[src/core/tuner_ctrl_defs.svh]
// constants for the antenna tuner controller
`ifndef TUNER_CTRL_DEFS_SVH
`define TUNER_CTRL_DEFS_SVH
`define CLK_NS           25
`define RETUNE_MS        100
`define RETUNE_CYC       ((`RETUNE_MS * 1000000) / `CLK_NS)
`define STEP_CYC         16'd8
`define NUM_CH           21
`define VALID_CODE       4'hA
`define RELAY_W          21
`define LAMP_READY_BIT   5
`define PORT_CAP         8'h01
`define PORT_IND         8'h02
`define PORT_LAMP        8'h04
`define REG_CTRL         12'h000
`define REG_STATUS       12'h004
`define REG_INT_STAT     12'h008
`define REG_INT_MASK     12'h00C
`define REG_RELAY        12'h010
`define REG_CHAN         12'h014
`define REG_PORT         12'h018
`define REG_PROG_ADDR    12'h01C
`define REG_PROG_DATA    12'h020
`define CTRL_AUTO        0
`define CTRL_STORE       1
`define CTRL_SLEEP       2
`endif

[src/core/tuner_ctrl_pkg.sv]
// types for the antenna tuner controller
package tuner_ctrl_pkg;
   typedef struct packed {
      logic phase_pos_n;
      logic phase_neg_n;
      logic impedance_high_n;
      logic impedance_low_n;
      logic carrier_present_n;
      logic vswr_ok;
      logic tune_cmd;
   } detect_t;
   typedef struct packed {
      logic [7:0] sel;
      logic [7:0] data;
   } port_wr_t;
   typedef enum logic [2:0] {
      ST_SLEEP, ST_WAKE, ST_LOAD, ST_TUNE, ST_READY, ST_WATCH
   } ctrl_state_t;
endpackage

[src/core/tuner_ctrl.sv]
// antenna tuner status and control core with APB register access
`timescale 1ns/1ps
`include "tuner_ctrl_defs.svh"
module tuner_ctrl
   import tuner_ctrl_pkg::*;
#(
   parameter int unsigned RETUNE_CYCLES = `RETUNE_CYC
) (
   // clock and reset
   input  wire logic        mclk,
   input  wire logic        rst_n,
   // apb slave
   input  wire logic        psel,
   input  wire logic        penable,
   input  wire logic        pwrite,
   input  wire logic [11:0] paddr,
   input  wire logic [31:0] pwdata,
   output      logic [31:0] prdata,
   output      logic        pready,
   output      logic        pslverr,
   // detector and transceiver pins
   input  wire detect_t     det_pins,
   input  wire logic [4:0]  chan_n,
   // program memory fetch
   output      logic [11:0] prog_addr,
   output      logic        prog_rd_n,
   input  wire logic [7:0]  prog_data,
   // output port write bus
   output      port_wr_t    port_bus,
   output      logic        port_wr_n,
   // latched element driver outputs
   output      logic [7:0]  cap_relays,
   output      logic [7:0]  ind_relays,
   output      logic [7:0]  lamps,
   // interrupt
   output      logic        irq
);
   // three-stage synchronisers; second and third must agree
   logic [6:0]  det_s1, det_s2, det_s3, det;
   logic [4:0]  ch_s1, ch_s2, ch_s3, ch;
   always_ff @(posedge mclk or negedge rst_n) begin
      if (!rst_n) begin
         // idle levels: no carrier, vswr fine, no tune command
         det_s1 <= 7'h7E;
         det_s2 <= 7'h7E;
         det_s3 <= 7'h7E;
         det    <= 7'h7E;
         ch_s1  <= 5'h1F;
         ch_s2  <= 5'h1F;
         ch_s3  <= 5'h1F;
         ch     <= 5'h1F;
      end else begin
         det_s1 <= det_pins;
         det_s2 <= det_s1;
         det_s3 <= det_s2;
         for (int i = 0; i < 7; i++) begin
            if (det_s2[i] == det_s3[i]) det[i] <= det_s3[i];
         end
         ch_s1 <= chan_n;
         ch_s2 <= ch_s1;
         ch_s3 <= ch_s2;
         if (ch_s2 == ch_s3) ch <= ch_s3;
      end
   end

   detect_t d;
   assign d = det;
   logic phase_ok, mag_ok, mag_conflict, carrier, in_window;
   assign phase_ok     = d.phase_pos_n & d.phase_neg_n;
   assign mag_ok       = d.impedance_high_n & d.impedance_low_n;
   assign mag_conflict = ~d.impedance_high_n & ~d.impedance_low_n;
   assign carrier      = ~d.carrier_present_n;
   assign in_window    = phase_ok & mag_ok;

   // inverted bcd channel code, decoded to an index
   logic [4:0] ch_code, ch_prev;
   logic [4:0] ch_idx;
   assign ch_code = ~ch;
   assign ch_idx  = (ch_code[4] ? 5'd10 : 5'd0) + ch_code[3:0];

   logic vswr_prev;
   logic vswr_rise, ch_change;
   always_ff @(posedge mclk or negedge rst_n) begin
      if (!rst_n) begin
         // matches the synchroniser reset so no false wake follows reset
         vswr_prev <= 1'b1;
         ch_prev   <= 5'h00;
      end else begin
         vswr_prev <= d.vswr_ok;
         ch_prev   <= ch_code;
      end
   end
   // a vswr transition marks the start of a transmission
   assign vswr_rise = d.vswr_ok ^ vswr_prev;
   assign ch_change = ch_code != ch_prev;

   // registers
   logic [2:0]          ctrl;
   logic [5:0]          int_stat, int_mask;
   logic [`RELAY_W-1:0] relay_sw;
   logic [7:0]          port_sel, port_data;
   logic                port_go;
   logic [11:0]         prog_req;
   logic                prog_go;
   logic [7:0]          prog_word;

   // channel memory: valid code in the top nibble
   logic [`RELAY_W+3:0] chan_mem [`NUM_CH];
   logic [`RELAY_W-1:0] relay_net;

   ctrl_state_t state;
   logic [31:0] timer;
   logic        tune_ready, retune_ev, tune_start;
   logic [15:0] step_cnt;

   logic wr_en, rd_en;
   assign wr_en = psel & penable & pwrite;
   assign rd_en = psel & penable & ~pwrite;
   assign pready = 1'b1;

   logic hit;
   always_comb begin
      hit = 1'b1;
      case (paddr)
         `REG_CTRL, `REG_STATUS, `REG_INT_STAT, `REG_INT_MASK,
         `REG_RELAY, `REG_CHAN, `REG_PORT, `REG_PROG_ADDR,
         `REG_PROG_DATA: hit = 1'b1;
         default: hit = 1'b0;
      endcase
   end
   assign pslverr = psel & penable & ~hit;

   always_ff @(posedge mclk or negedge rst_n) begin
      if (!rst_n) begin
         ctrl     <= 3'h0;
         int_mask <= 6'h00;
         relay_sw <= '0;
      end else if (wr_en) begin
         case (paddr)
            `REG_CTRL:     ctrl     <= pwdata[2:0];
            `REG_INT_MASK: int_mask <= pwdata[5:0];
            `REG_RELAY:    relay_sw <= pwdata[`RELAY_W-1:0];
            default: ;
         endcase
      end
   end

   // store current relay setting for the current channel with valid code
   always_ff @(posedge mclk) begin
      if (wr_en && paddr == `REG_CTRL && pwdata[`CTRL_STORE]
          && ch_idx < `NUM_CH) begin
         chan_mem[ch_idx] <= {`VALID_CODE, relay_sw};
      end
   end

   // state machine: sleep, wake, load, tune, ready, watch
   always_ff @(posedge mclk or negedge rst_n) begin
      if (!rst_n) begin
         state      <= ST_SLEEP;
         timer      <= 32'h0;
         relay_net  <= '0;
         tune_ready <= 1'b0;
         retune_ev  <= 1'b0;
         tune_start <= 1'b0;
         step_cnt   <= 16'h0;
      end else begin
         retune_ev  <= 1'b0;
         tune_start <= 1'b0;
         case (state)
            ST_SLEEP: begin
               timer <= 32'h0;
               if (ch_change) state <= ST_LOAD;
               else if (vswr_rise) state <= ST_WAKE;
            end
            ST_LOAD: begin
               if (ch_idx < `NUM_CH &&
                   chan_mem[ch_idx][`RELAY_W+3:`RELAY_W] == `VALID_CODE)
                  relay_net <= chan_mem[ch_idx][`RELAY_W-1:0];
               state <= ST_SLEEP;
            end
            ST_WAKE: begin
               timer <= 32'h0;
               if (d.tune_cmd) begin
                  tune_start <= 1'b1;
                  tune_ready <= 1'b0;
                  step_cnt   <= 16'h0;
                  state      <= ST_TUNE;
               end else state <= ST_WATCH;
            end
            ST_TUNE: begin
               relay_net <= relay_sw;
               // abandon tuning once the carrier is gone
               if (!carrier) state <= ST_SLEEP;
               else if (in_window && d.vswr_ok) begin
                  tune_ready <= 1'b1;
                  state      <= ST_READY;
               end else step_cnt <= step_cnt + 16'd1;
            end
            ST_READY: begin
               if (ctrl[`CTRL_SLEEP] || !carrier) state <= ST_SLEEP;
            end
            ST_WATCH: begin
               if (d.vswr_ok || !carrier) state <= ST_SLEEP;
               else if (timer >= RETUNE_CYCLES) begin
                  if (ctrl[`CTRL_AUTO]) begin
                     retune_ev  <= 1'b1;
                     tune_start <= 1'b1;
                     tune_ready <= 1'b0;
                     state      <= ST_TUNE;
                  end else state <= ST_SLEEP;
               end else timer <= timer + 32'h1;
            end
            default: state <= ST_SLEEP;
         endcase
      end
   end

   // interrupt status: set wins over write-one clear
   logic [5:0] ev;
   assign ev = {mag_conflict, ch_change, retune_ev,
                tune_start,
                (state == ST_TUNE) & carrier & in_window & d.vswr_ok,
                vswr_rise};
   always_ff @(posedge mclk or negedge rst_n) begin
      if (!rst_n) int_stat <= 6'h00;
      else begin
         for (int i = 0; i < 6; i++) begin
            if (ev[i]) int_stat[i] <= 1'b1;
            else if (wr_en && paddr == `REG_INT_STAT && pwdata[i])
               int_stat[i] <= 1'b0;
         end
      end
   end
   assign irq = |(int_stat & int_mask);

   // output port writes: select and write strobe latch the data
   always_ff @(posedge mclk or negedge rst_n) begin
      if (!rst_n) begin
         port_sel  <= 8'h00;
         port_data <= 8'h00;
         port_go   <= 1'b0;
      end else begin
         port_go <= wr_en && paddr == `REG_PORT;
         if (wr_en && paddr == `REG_PORT) begin
            port_sel  <= pwdata[15:8];
            port_data <= pwdata[7:0];
         end
      end
   end
   always_ff @(posedge mclk or negedge rst_n) begin
      if (!rst_n) begin
         port_bus.sel  <= 8'h00;
         port_bus.data <= 8'h00;
         port_wr_n     <= 1'b1;
      end else begin
         port_bus.sel  <= port_sel;
         port_bus.data <= port_data;
         port_wr_n     <= ~port_go;
      end
   end
   always_ff @(posedge mclk or negedge rst_n) begin
      if (!rst_n) begin
         cap_relays <= 8'h00;
         ind_relays <= 8'h00;
         lamps      <= 8'h00;
      end else if (!port_wr_n) begin
         if (port_bus.sel == `PORT_CAP) cap_relays <= port_bus.data;
         if (port_bus.sel == `PORT_IND) ind_relays <= port_bus.data;
         if (port_bus.sel == `PORT_LAMP) lamps <= port_bus.data;
      end
   end

   // program fetch: address then a one-cycle low read strobe
   logic [1:0] fetch_ph;
   always_ff @(posedge mclk or negedge rst_n) begin
      if (!rst_n) begin
         prog_req  <= 12'h000;
         prog_go   <= 1'b0;
         prog_addr <= 12'h000;
         prog_rd_n <= 1'b1;
         prog_word <= 8'h00;
         fetch_ph  <= 2'd0;
      end else begin
         prog_go <= wr_en && paddr == `REG_PROG_ADDR;
         if (wr_en && paddr == `REG_PROG_ADDR) prog_req <= pwdata[11:0];
         case (fetch_ph)
            2'd0: if (prog_go) begin
               prog_addr <= prog_req;
               fetch_ph  <= 2'd1;
            end
            2'd1: begin
               prog_rd_n <= 1'b0;
               fetch_ph  <= 2'd2;
            end
            2'd2: begin
               prog_word <= prog_data;
               prog_rd_n <= 1'b1;
               fetch_ph  <= 2'd0;
            end
            default: fetch_ph <= 2'd0;
         endcase
      end
   end

   always_comb begin
      prdata = 32'h0;
      if (rd_en) begin
         case (paddr)
            `REG_CTRL:      prdata = {29'h0, ctrl};
            `REG_STATUS:    prdata = {16'h0, step_cnt[7:0], tune_ready,
                                      mag_conflict, carrier, d.vswr_ok,
                                      mag_ok, phase_ok, state == ST_SLEEP,
                                      d.tune_cmd};
            `REG_INT_STAT:  prdata = {26'h0, int_stat};
            `REG_INT_MASK:  prdata = {26'h0, int_mask};
            `REG_RELAY:     prdata = {11'h0, relay_net};
            `REG_CHAN:      prdata = {27'h0, ch_idx};
            `REG_PROG_DATA: prdata = {23'h0, ~prog_rd_n | (fetch_ph != 2'd0),
                                      prog_word};
            default:        prdata = 32'h0;
         endcase
      end
   end
endmodule // tuner_ctrl

[config.mk]
export PLATFORM = sky130hd
export DESIGN_NAME = tuner_ctrl
export DESIGN_NICKNAME = d
export VERILOG_FILES = /design/src/core/tuner_ctrl_pkg.sv /design/src/core/tuner_ctrl.sv
export VERILOG_INCLUDE_DIRS = /design/src /design/src/core
export SDC_FILE = /design/constraint.sdc
export NUM_CORES = 1
export LEC_CHECK = 0
export BUFFER_PORTS_ARGS = -buffer_cell sky130_fd_sc_hd__buf_2
export CAP_MARGIN = 10
export CORE_ASPECT_RATIO = 1.1
export CORE_MARGIN = 2
export CORE_UTILIZATION = 50
export CTS_CLUSTER_DIAMETER = 120
export DETAILED_ROUTE_END_ITERATION = 8
export GPL_ROUTABILITY_DRIVEN = 0
export PLACE_DENSITY = 0.74
export SKIP_LAST_GASP = 1
export SYNTH_ARGS = -nofsm -noshare
export SYNTH_HDL_FRONTEND = slang
export SYNTH_SLANG_ARGS = --single-unit
[constraint.sdc]
create_clock -name mclk -period 5.9 [get_ports mclk]
set_input_delay 0 -clock mclk [delete_from_list [all_inputs] [get_ports mclk]]
set_output_delay 0 -clock mclk [all_outputs]
set_load 0.03 [all_outputs]
### Word level (Yosys, flattened, before mapping)

Memory sizes are Yosys's and may differ from the RTL's.
Cells that the tools add are included.

| storage, ports and cells | value |
|---|---|
| bits in registers | 259 |
| RAM bits | 441 |
| bits of input ports | 69 |
| output and inout port bits | 89 |
| word-level logic and storage cells | 217 |
| memories | 1 |

| operators by class | value |
|---|---|
| $add $sub $neg | 3 |
| magnitude comparators | 2 |
| equality and inequality tests | 42 |
| mux-type cells | 53 |
| bitwise logic cells | 23 |
| reductions and logical operators | 46 |

Memory list:

| memory | words | bits a word | read ports | clocked after memory_dff | wr ports | line | RTL |
|---|---|---|---|---|---|---|---|
| chan_mem | 21 | 21 | 1 | 0 | 1 | tuner_ctrl.sv:108 | `` logic [`RELAY_W+3:0] chan_mem [`NUM_CH]; `` |

Operators with widths:

| operator | count |
|---|---|
| one-hot mux 21 bit (7 select lines) | 1 |
| two-way mux 32 bit | 2 |
| one-hot mux 32 bit (2 select lines) | 1 |
| == test 12 x 5 -> 1 bit, second input constant | 4 |
| two-way mux 16 bit | 3 |
| two-way mux 21 bit | 2 |
| one-hot mux 21 bit (2 select lines) | 1 |
| adder 32 x 1 -> 32 bit, second input constant | 1 |
| greater-or-equal comparator 32 x 22 -> 1 bit, second input constant | 1 |
| one-hot mux 16 bit (2 select lines) | 1 |
| two-way mux 1 bit | 26 |
| == test 12 x 4 -> 1 bit, second input constant | 2 |
| two-way mux 3 bit | 8 |
| != test 2 bit, second input constant | 11 |
| nonzero test 2 bit | 11 |
| adder 16 x 1 -> 16 bit, second input constant | 1 |
| AND reduction 2 bit | 8 |
| one-hot mux 3 bit (5 select lines) | 1 |
| logical AND 1 bit | 14 |
| == test 12 x 3 -> 1 bit, second input constant | 1 |
| == test 12 x 6 -> 1 bit, second input constant | 1 |
| zero test 12 bit | 1 |
| bitwise AND 1 bit | 11 |
| != test 3 bit, second input constant | 3 |
| 34 further kinds | 53 |

### Depth between registers and ports, before layout

| depth | value |
|---|---|
| depth in word-level cells | 7 |
| depth in mapped cells | 10 |
| mapped depth without buffers | 8 |

### Worst setup path after synthesis

No wires, ideal clock.

| timing | value |
|---|---|
| kind | register to register |
| start point | register ch[1] |
| end point | memory chan_mem[19][0] (netlist name) (enable) |
| library setup time | 0.453 ns |
| arrival | 3.945 ns |
| required time | 5.447 ns |
| path slack | 1.503 ns |
| cell stages (with the launch flop) | 9 |
| path buffers | 0 |
| period minus slack after synthesis | 4.397 ns |
| cells stage by stage | dfstp_2 -> inv_1 -> ha_1 -> ha_1 -> xor2_1 -> a21oi_1 -> o21a_1 -> nand4_1 -> nor4_1 |

| on the way | value |
|---|---|
| cells in the longest elaborated chain, start to end | 6 |

Ends and longest elaborated chain:

| element | line | RTL |
|---|---|---|
| from (decl) | tuner_ctrl.sv:40 | `logic [4:0] ch_s1, ch_s2, ch_s3, ch;` |
| from (signal assigned) | tuner_ctrl.sv:62 | `if (ch_s2 == ch_s3) ch <= ch_s3;` |
| inverter 5 bit (*) | tuner_ctrl.sv:78 | `assign ch_code = ~ch;` |
| net ch_code[1] | tuner_ctrl.sv:76 | `logic [4:0] ch_code, ch_prev;` |
| adder 4 x 4 -> 5 bit (*) | tuner_ctrl.sv:79 | `assign ch_idx = (ch_code[4] ? 5'd10 : 5'd0) + ch_code[3:0];` |
| < comparator 5 bit (no source line) | - |  |
| logical AND 1 bit (no source line) | - |  |
| two-way mux 1 bit | tuner_ctrl.sv:150 | `` if (wr_en && paddr == `REG_CTRL && pwdata[`CTRL_STORE] `` |
| two-way mux 1 bit | tuner_ctrl.sv:152 | `` chan_mem[ch_idx] <= {`VALID_CODE, relay_sw}; `` |
| to (decl) | tuner_ctrl.sv:108 |  |

The timed path passes the listed nets; every way through them passes the cells marked *.

### Final worst setup path

| timing | value |
|---|---|
| start point | register ch[4] |
| end point | register relay_net[1] |

| on the way | value |
|---|---|
| cells in the longest elaborated chain, start to end | 7 |
| elaborated cells between the ends (all ways) | 10 |
| classes of those cells | add/sub: 1; order compare: 1; eq/ne: 1; mux: 3; bitwise: 1; reduce/logical: 2; memory: 1 |

Ends and longest elaborated chain:

| element | line | RTL |
|---|---|---|
| inverter 5 bit (*) | tuner_ctrl.sv:78 |  |
| net ch_code[4] | tuner_ctrl.sv:76 |  |
| two-way mux 4 bit (*) | tuner_ctrl.sv:79 |  |
| adder 4 x 4 -> 5 bit (*) | tuner_ctrl.sv:79 |  |
| parallel branches: the longest is 4 deep, another holds memory (21 x 21 bit) | - |  |
| to (signal assigned) | tuner_ctrl.sv:178 | `` relay_net <= chan_mem[ch_idx][`RELAY_W-1:0]; `` |
| to (signal assigned) | tuner_ctrl.sv:191 | `relay_net <= relay_sw;` |
| to (decl) | tuner_ctrl.sv:109 | `` logic [`RELAY_W-1:0] relay_net; `` |

Mark *: on every way through the listed nets, which the timed path passes. The select of a mux whose other input is x is not followed.
A chain may end at the register's enable or synchronous reset.

==> flow_summary.yaml <==
layout:
  area_growth_syn_to_layout_pct: 16.3
  finalNonFillerCells: 2572
  number_of_fill_cells: 3853
  mostFrequentLayoutCell: "sky130_fd_sc_hd__edfxtp_1"
  final_layout_size_suffix_gt1_share_pct: 29.4
  fin_nets: 1866
  layout_common_cells: "sky130_fd_sc_hd__edfxtp_1 (441), sky130_fd_sc_hd__dfrtp_1 (204), sky130_fd_sc_hd__buf_2 (133)"
  post-route-util_pct: 59.0
setup_path:
  critPathArrivalTime_ps: 4240
  timing.critical_path.from: "ch[4]$_DFFE_PN1N_"
  worst_path_most_repeated_cell: "sky130_fd_sc_hd__a21oi_1"
  regToRegSetupSlack_ps: 2180
  worstReg2RegStart: "ch[4]$_DFFE_PN1N_"
  critPathSlowestCell: "sky130_fd_sc_hd__o2111ai_2"
  cell_by_cell_trace_of_the_critical_path: "inv_1 -> ha_1 -> xor2_1 -> a21oi_1 -> o2111ai_2 -> a211oi_1 -> a21oi_1"
  reg2reg_depth: 7
  criticalPathCategory: "flip-flop to flip-flop"
  timing.critical_path.slowest_cell_delay_ps: 1010
  worstPathRequired_ps: 6410
  critical_path_fanout_max: 21
  rr_endpoint: "relay_net[1]$_DFFE_PN0P_"
  worstSetupEndpoint: "relay_net[1]$_DFFE_PN0P_"
  setup.worst_path.start_class: "flip-flop"
  critPathCaptureType: "flip-flop"
pwr:
  ir_worst_vdd_uv: 323
  power-per-cell-area_mw_per_mm2: 387
  design_power_total_w: 0.0123
  total_leakage_power_nw: 12.8
sta:
  maxSlewViolCount: 0
  worst_slew_pin_slew_ps: 1250
  rsz0062_at_grt: "no"
  final_hold_viol_count: 0
  period_share_pct: 63.1
  peak_clock_frequency_supported_by_timing_mhz: 269
  setup_viol: 0
  finalWorstPathRequiredPeriod_ps: 3720
  tns_ps: 0
  max-slew-margin-rel_pct: 16.1
  finalClockSkew_ps: 23.3
  final.setup.worst_slack_ps: 2180
place:
  hpwlAfterDp_um: 37300
  io_buffer_count: 134
  place_inst: 2396
  place_ws_ps: 2240
grt:
  grt.overflow.total: 0
  grt_first_pass_wirelength_um: 94000
  pin_count_of_the_biggest_net_entering_global_routing: 109
  initial_antenna_violation_count: 3
  first_global_vias: 16000
  grt.total_usage_pct: 22.2
floorplanning:
  design.portCount: 158
  row_count: 89
  chipWidth_um: 227
  floorplan.initialDensity_pct: 50.7
  dieArea_mm2: 0.0564
  floorplan.die.height_um: 249
  design.core.area_mm2: 0.0538
synthesis:
  syn-cell-area_mm2: 0.0273
  ys_warn_count: 0
  synth.avg_cell_area_um2: 17.3
  post_synth_inst_count: 1574
  seq_area_frac_synth_pct: 71.8
  number_of_enable_flip_flop_cells_after_synthesis: 441
  ys_dominant_reg_cell: "sky130_fd_sc_hd__edfxtp_1"
  netlist-cell-type-count: 85
  ys_seq_elements: 692
  ys_async_sr_fraction_pct: 36.3
clock_network:
  cts_setup_buffers: 0
  cts_tree: "built"
  h-tree-depth: 3
  clkSlewWorstSetupHoldPaths_ps: 60
  worstSkewPairLatency_ps: 610
  clk_root_buffer_cell: "sky130_fd_sc_hd__clkbuf_16"
  cts.sink_count: 692
  cts_buffers: 71
  clk_path_buf_depth: 3
routing:
  route.detailed.drc: 0
  via_count: 15300
  dr.pass1.iters: 5
  antenna_left: 0
  drt_iter0_markers: 1525
  totalWireLength_um: 61500
  routed_wire_length_per_instance_um: 23.9
  routed_via_density: 5.94
flow_run:
  cap_violations: 0
min_path:
  min-delay-path-class: "input port to flip-flop"
status:
  run_status: "finished clean"
-- what timing repair did --
action | CTS | global route
hold buffers | 46 | 0
resized for setup | 0 | 0
endpoints found under the hold margin | 191 | 0
setup endpoints to repair | 0 | 0
-- where the power goes --
group / internal [W] / switching [W] / total, W
clock network: 0.00262 / 0.00185 / 0.00447
logic: 0.000808 / 0.00142 / 0.00223
registers: 0.00533 / 0.000258 / 0.00559
total: 0.00875 / 0.00353 / 0.0123
-- registers in the layout (all words and copies together) (netlist names), 6 cells and up --
name,cells
port_data,8
det_s1,7
int_mask,6
chan_mem,441
cap_relays,8
int_stat,6
prog_addr,12
relay_net,21
prog_word,8
step_cnt,8
timer,32
ind_relays,8
det_s3,7
relay_sw,21
det_s2,7
lamps,8
d,7
prog_req,12
port_sel,8
port_bus,16
-- worst min path at each step --
| stage | startpoint | endpoint | cells after the start |
|---|---|---|---|
| after CTS | paddr[8] | prog_go$_DFF_PN0_ | 5 |
| after detailed placement | chan_n[2] | ch_s1[2]$_DFF_PN1_ | 1 |
| after floorplan | rst_n | cap_relays[0]$_DFFE_PN0P_ | 0 |
| final | paddr[8] | prog_go$_DFF_PN0_ | 5 |
| after global placement | rst_n | det_s1[0]$_DFF_PN0_ | 1 |
| after global routing | paddr[8] | prog_go$_DFF_PN0_ | 5 |
-- routing by layer --
layer  vias to the layer above  track usage [%]  part of all wire, %
met2                       560             37.0                   51
met5                         -                0                0.041
met3                       117             4.99                  7.0
met1                      7975             28.7                   40
li1                       6613                -                    -
met4                         4             7.78                  2.8
-- stage by stage --
| step | hold WS [ps] | instance area [um^2] |
|---|---|---|
| 6_report | 27.7 | 31700 |
| 5_1_grt | 30.5 | 31700 |
| 4_1_cts | 4.20 | 31700 |
| 3_5_place_dp | 107 | 28900 |
| 3_3_place_gp | 102 | 28900 |
| 2_1_floorplan | -296 | 27300 |
-- Yosys cell counts (all sizes together) (4+ instances only) --
library cell	number	area share [%]
nor3	8	0.21
a211oi	22	0.62
nor4	18	0.56
a221oi	22	0.71
nand4	12	0.35
clkbuf	38	0.52
buf	43	0.94
nor2	74	1.0
nand2b	7	0.19
xnor2	9	0.29
dfrtp	204	19
a22oi	19	0.52
mux2i	24	0.88
maj3	7	0.26
o21ai	35	0.64
nor3b	21	0.60
mux4	104	8.6
nand3	15	0.29
or3	19	0.46
a21o	4	0.11
or4	6	0.17
a2111oi	4	0.13
edfxtp	441	49
o31ai	6	0.17
mux2	103	4.3
o22ai	23	0.53
or2	7	0.16
inv	25	0.34
and3	8	0.18
a21oi	67	1.2
nand2	55	0.76
ha	10	0.46
dfstp	47	4.5
xor2	4	0.13
o2111ai	5	0.25
and2	15	0.34
nor2b	5	0.11
-- area by class of cell --
| class | instances | area, um^2 | share of cell area, % |
|---|---|---|---|
| clock buffers | 96 | 2030 | 6.42 |
| repair buffers | 212 | 1390 | 4.40 |
| well taps | 728 | 911 | 2.87 |
| flip-flops and latches | 692 | 19600 | 61.8 |
| clock inverters | 32 | 333 | 1.05 |
| diodes | 2 | 5.00 | 0.0158 |
| inverters | 25 | 93.8 | 0.296 |
| multi-input cells | 785 | 7350 | 23.2 |
-- worst max-delay path: cells and delay by family, from the launching register on --
family	cells	cell delay (ps)
flip-flops	1	530
AO/OA/AOI/OAI	4	1610
buffers and inverters	1	100
adder cells (fa/ha/maj)	1	430
XOR/XNOR	1	960
-- cell families after synthesis --
kind of cell	share of synthesized area, %
DFF	71.8
and+or+nand+nor	5.85
muxes	13.7
AOI/OAI and AO/OA	5.64
buffers and inverters	1.83
adders and majority gates	0.716
xor gates and xnor gates	0.417
other	0.0275
Power figures use the tool's default switching activity.
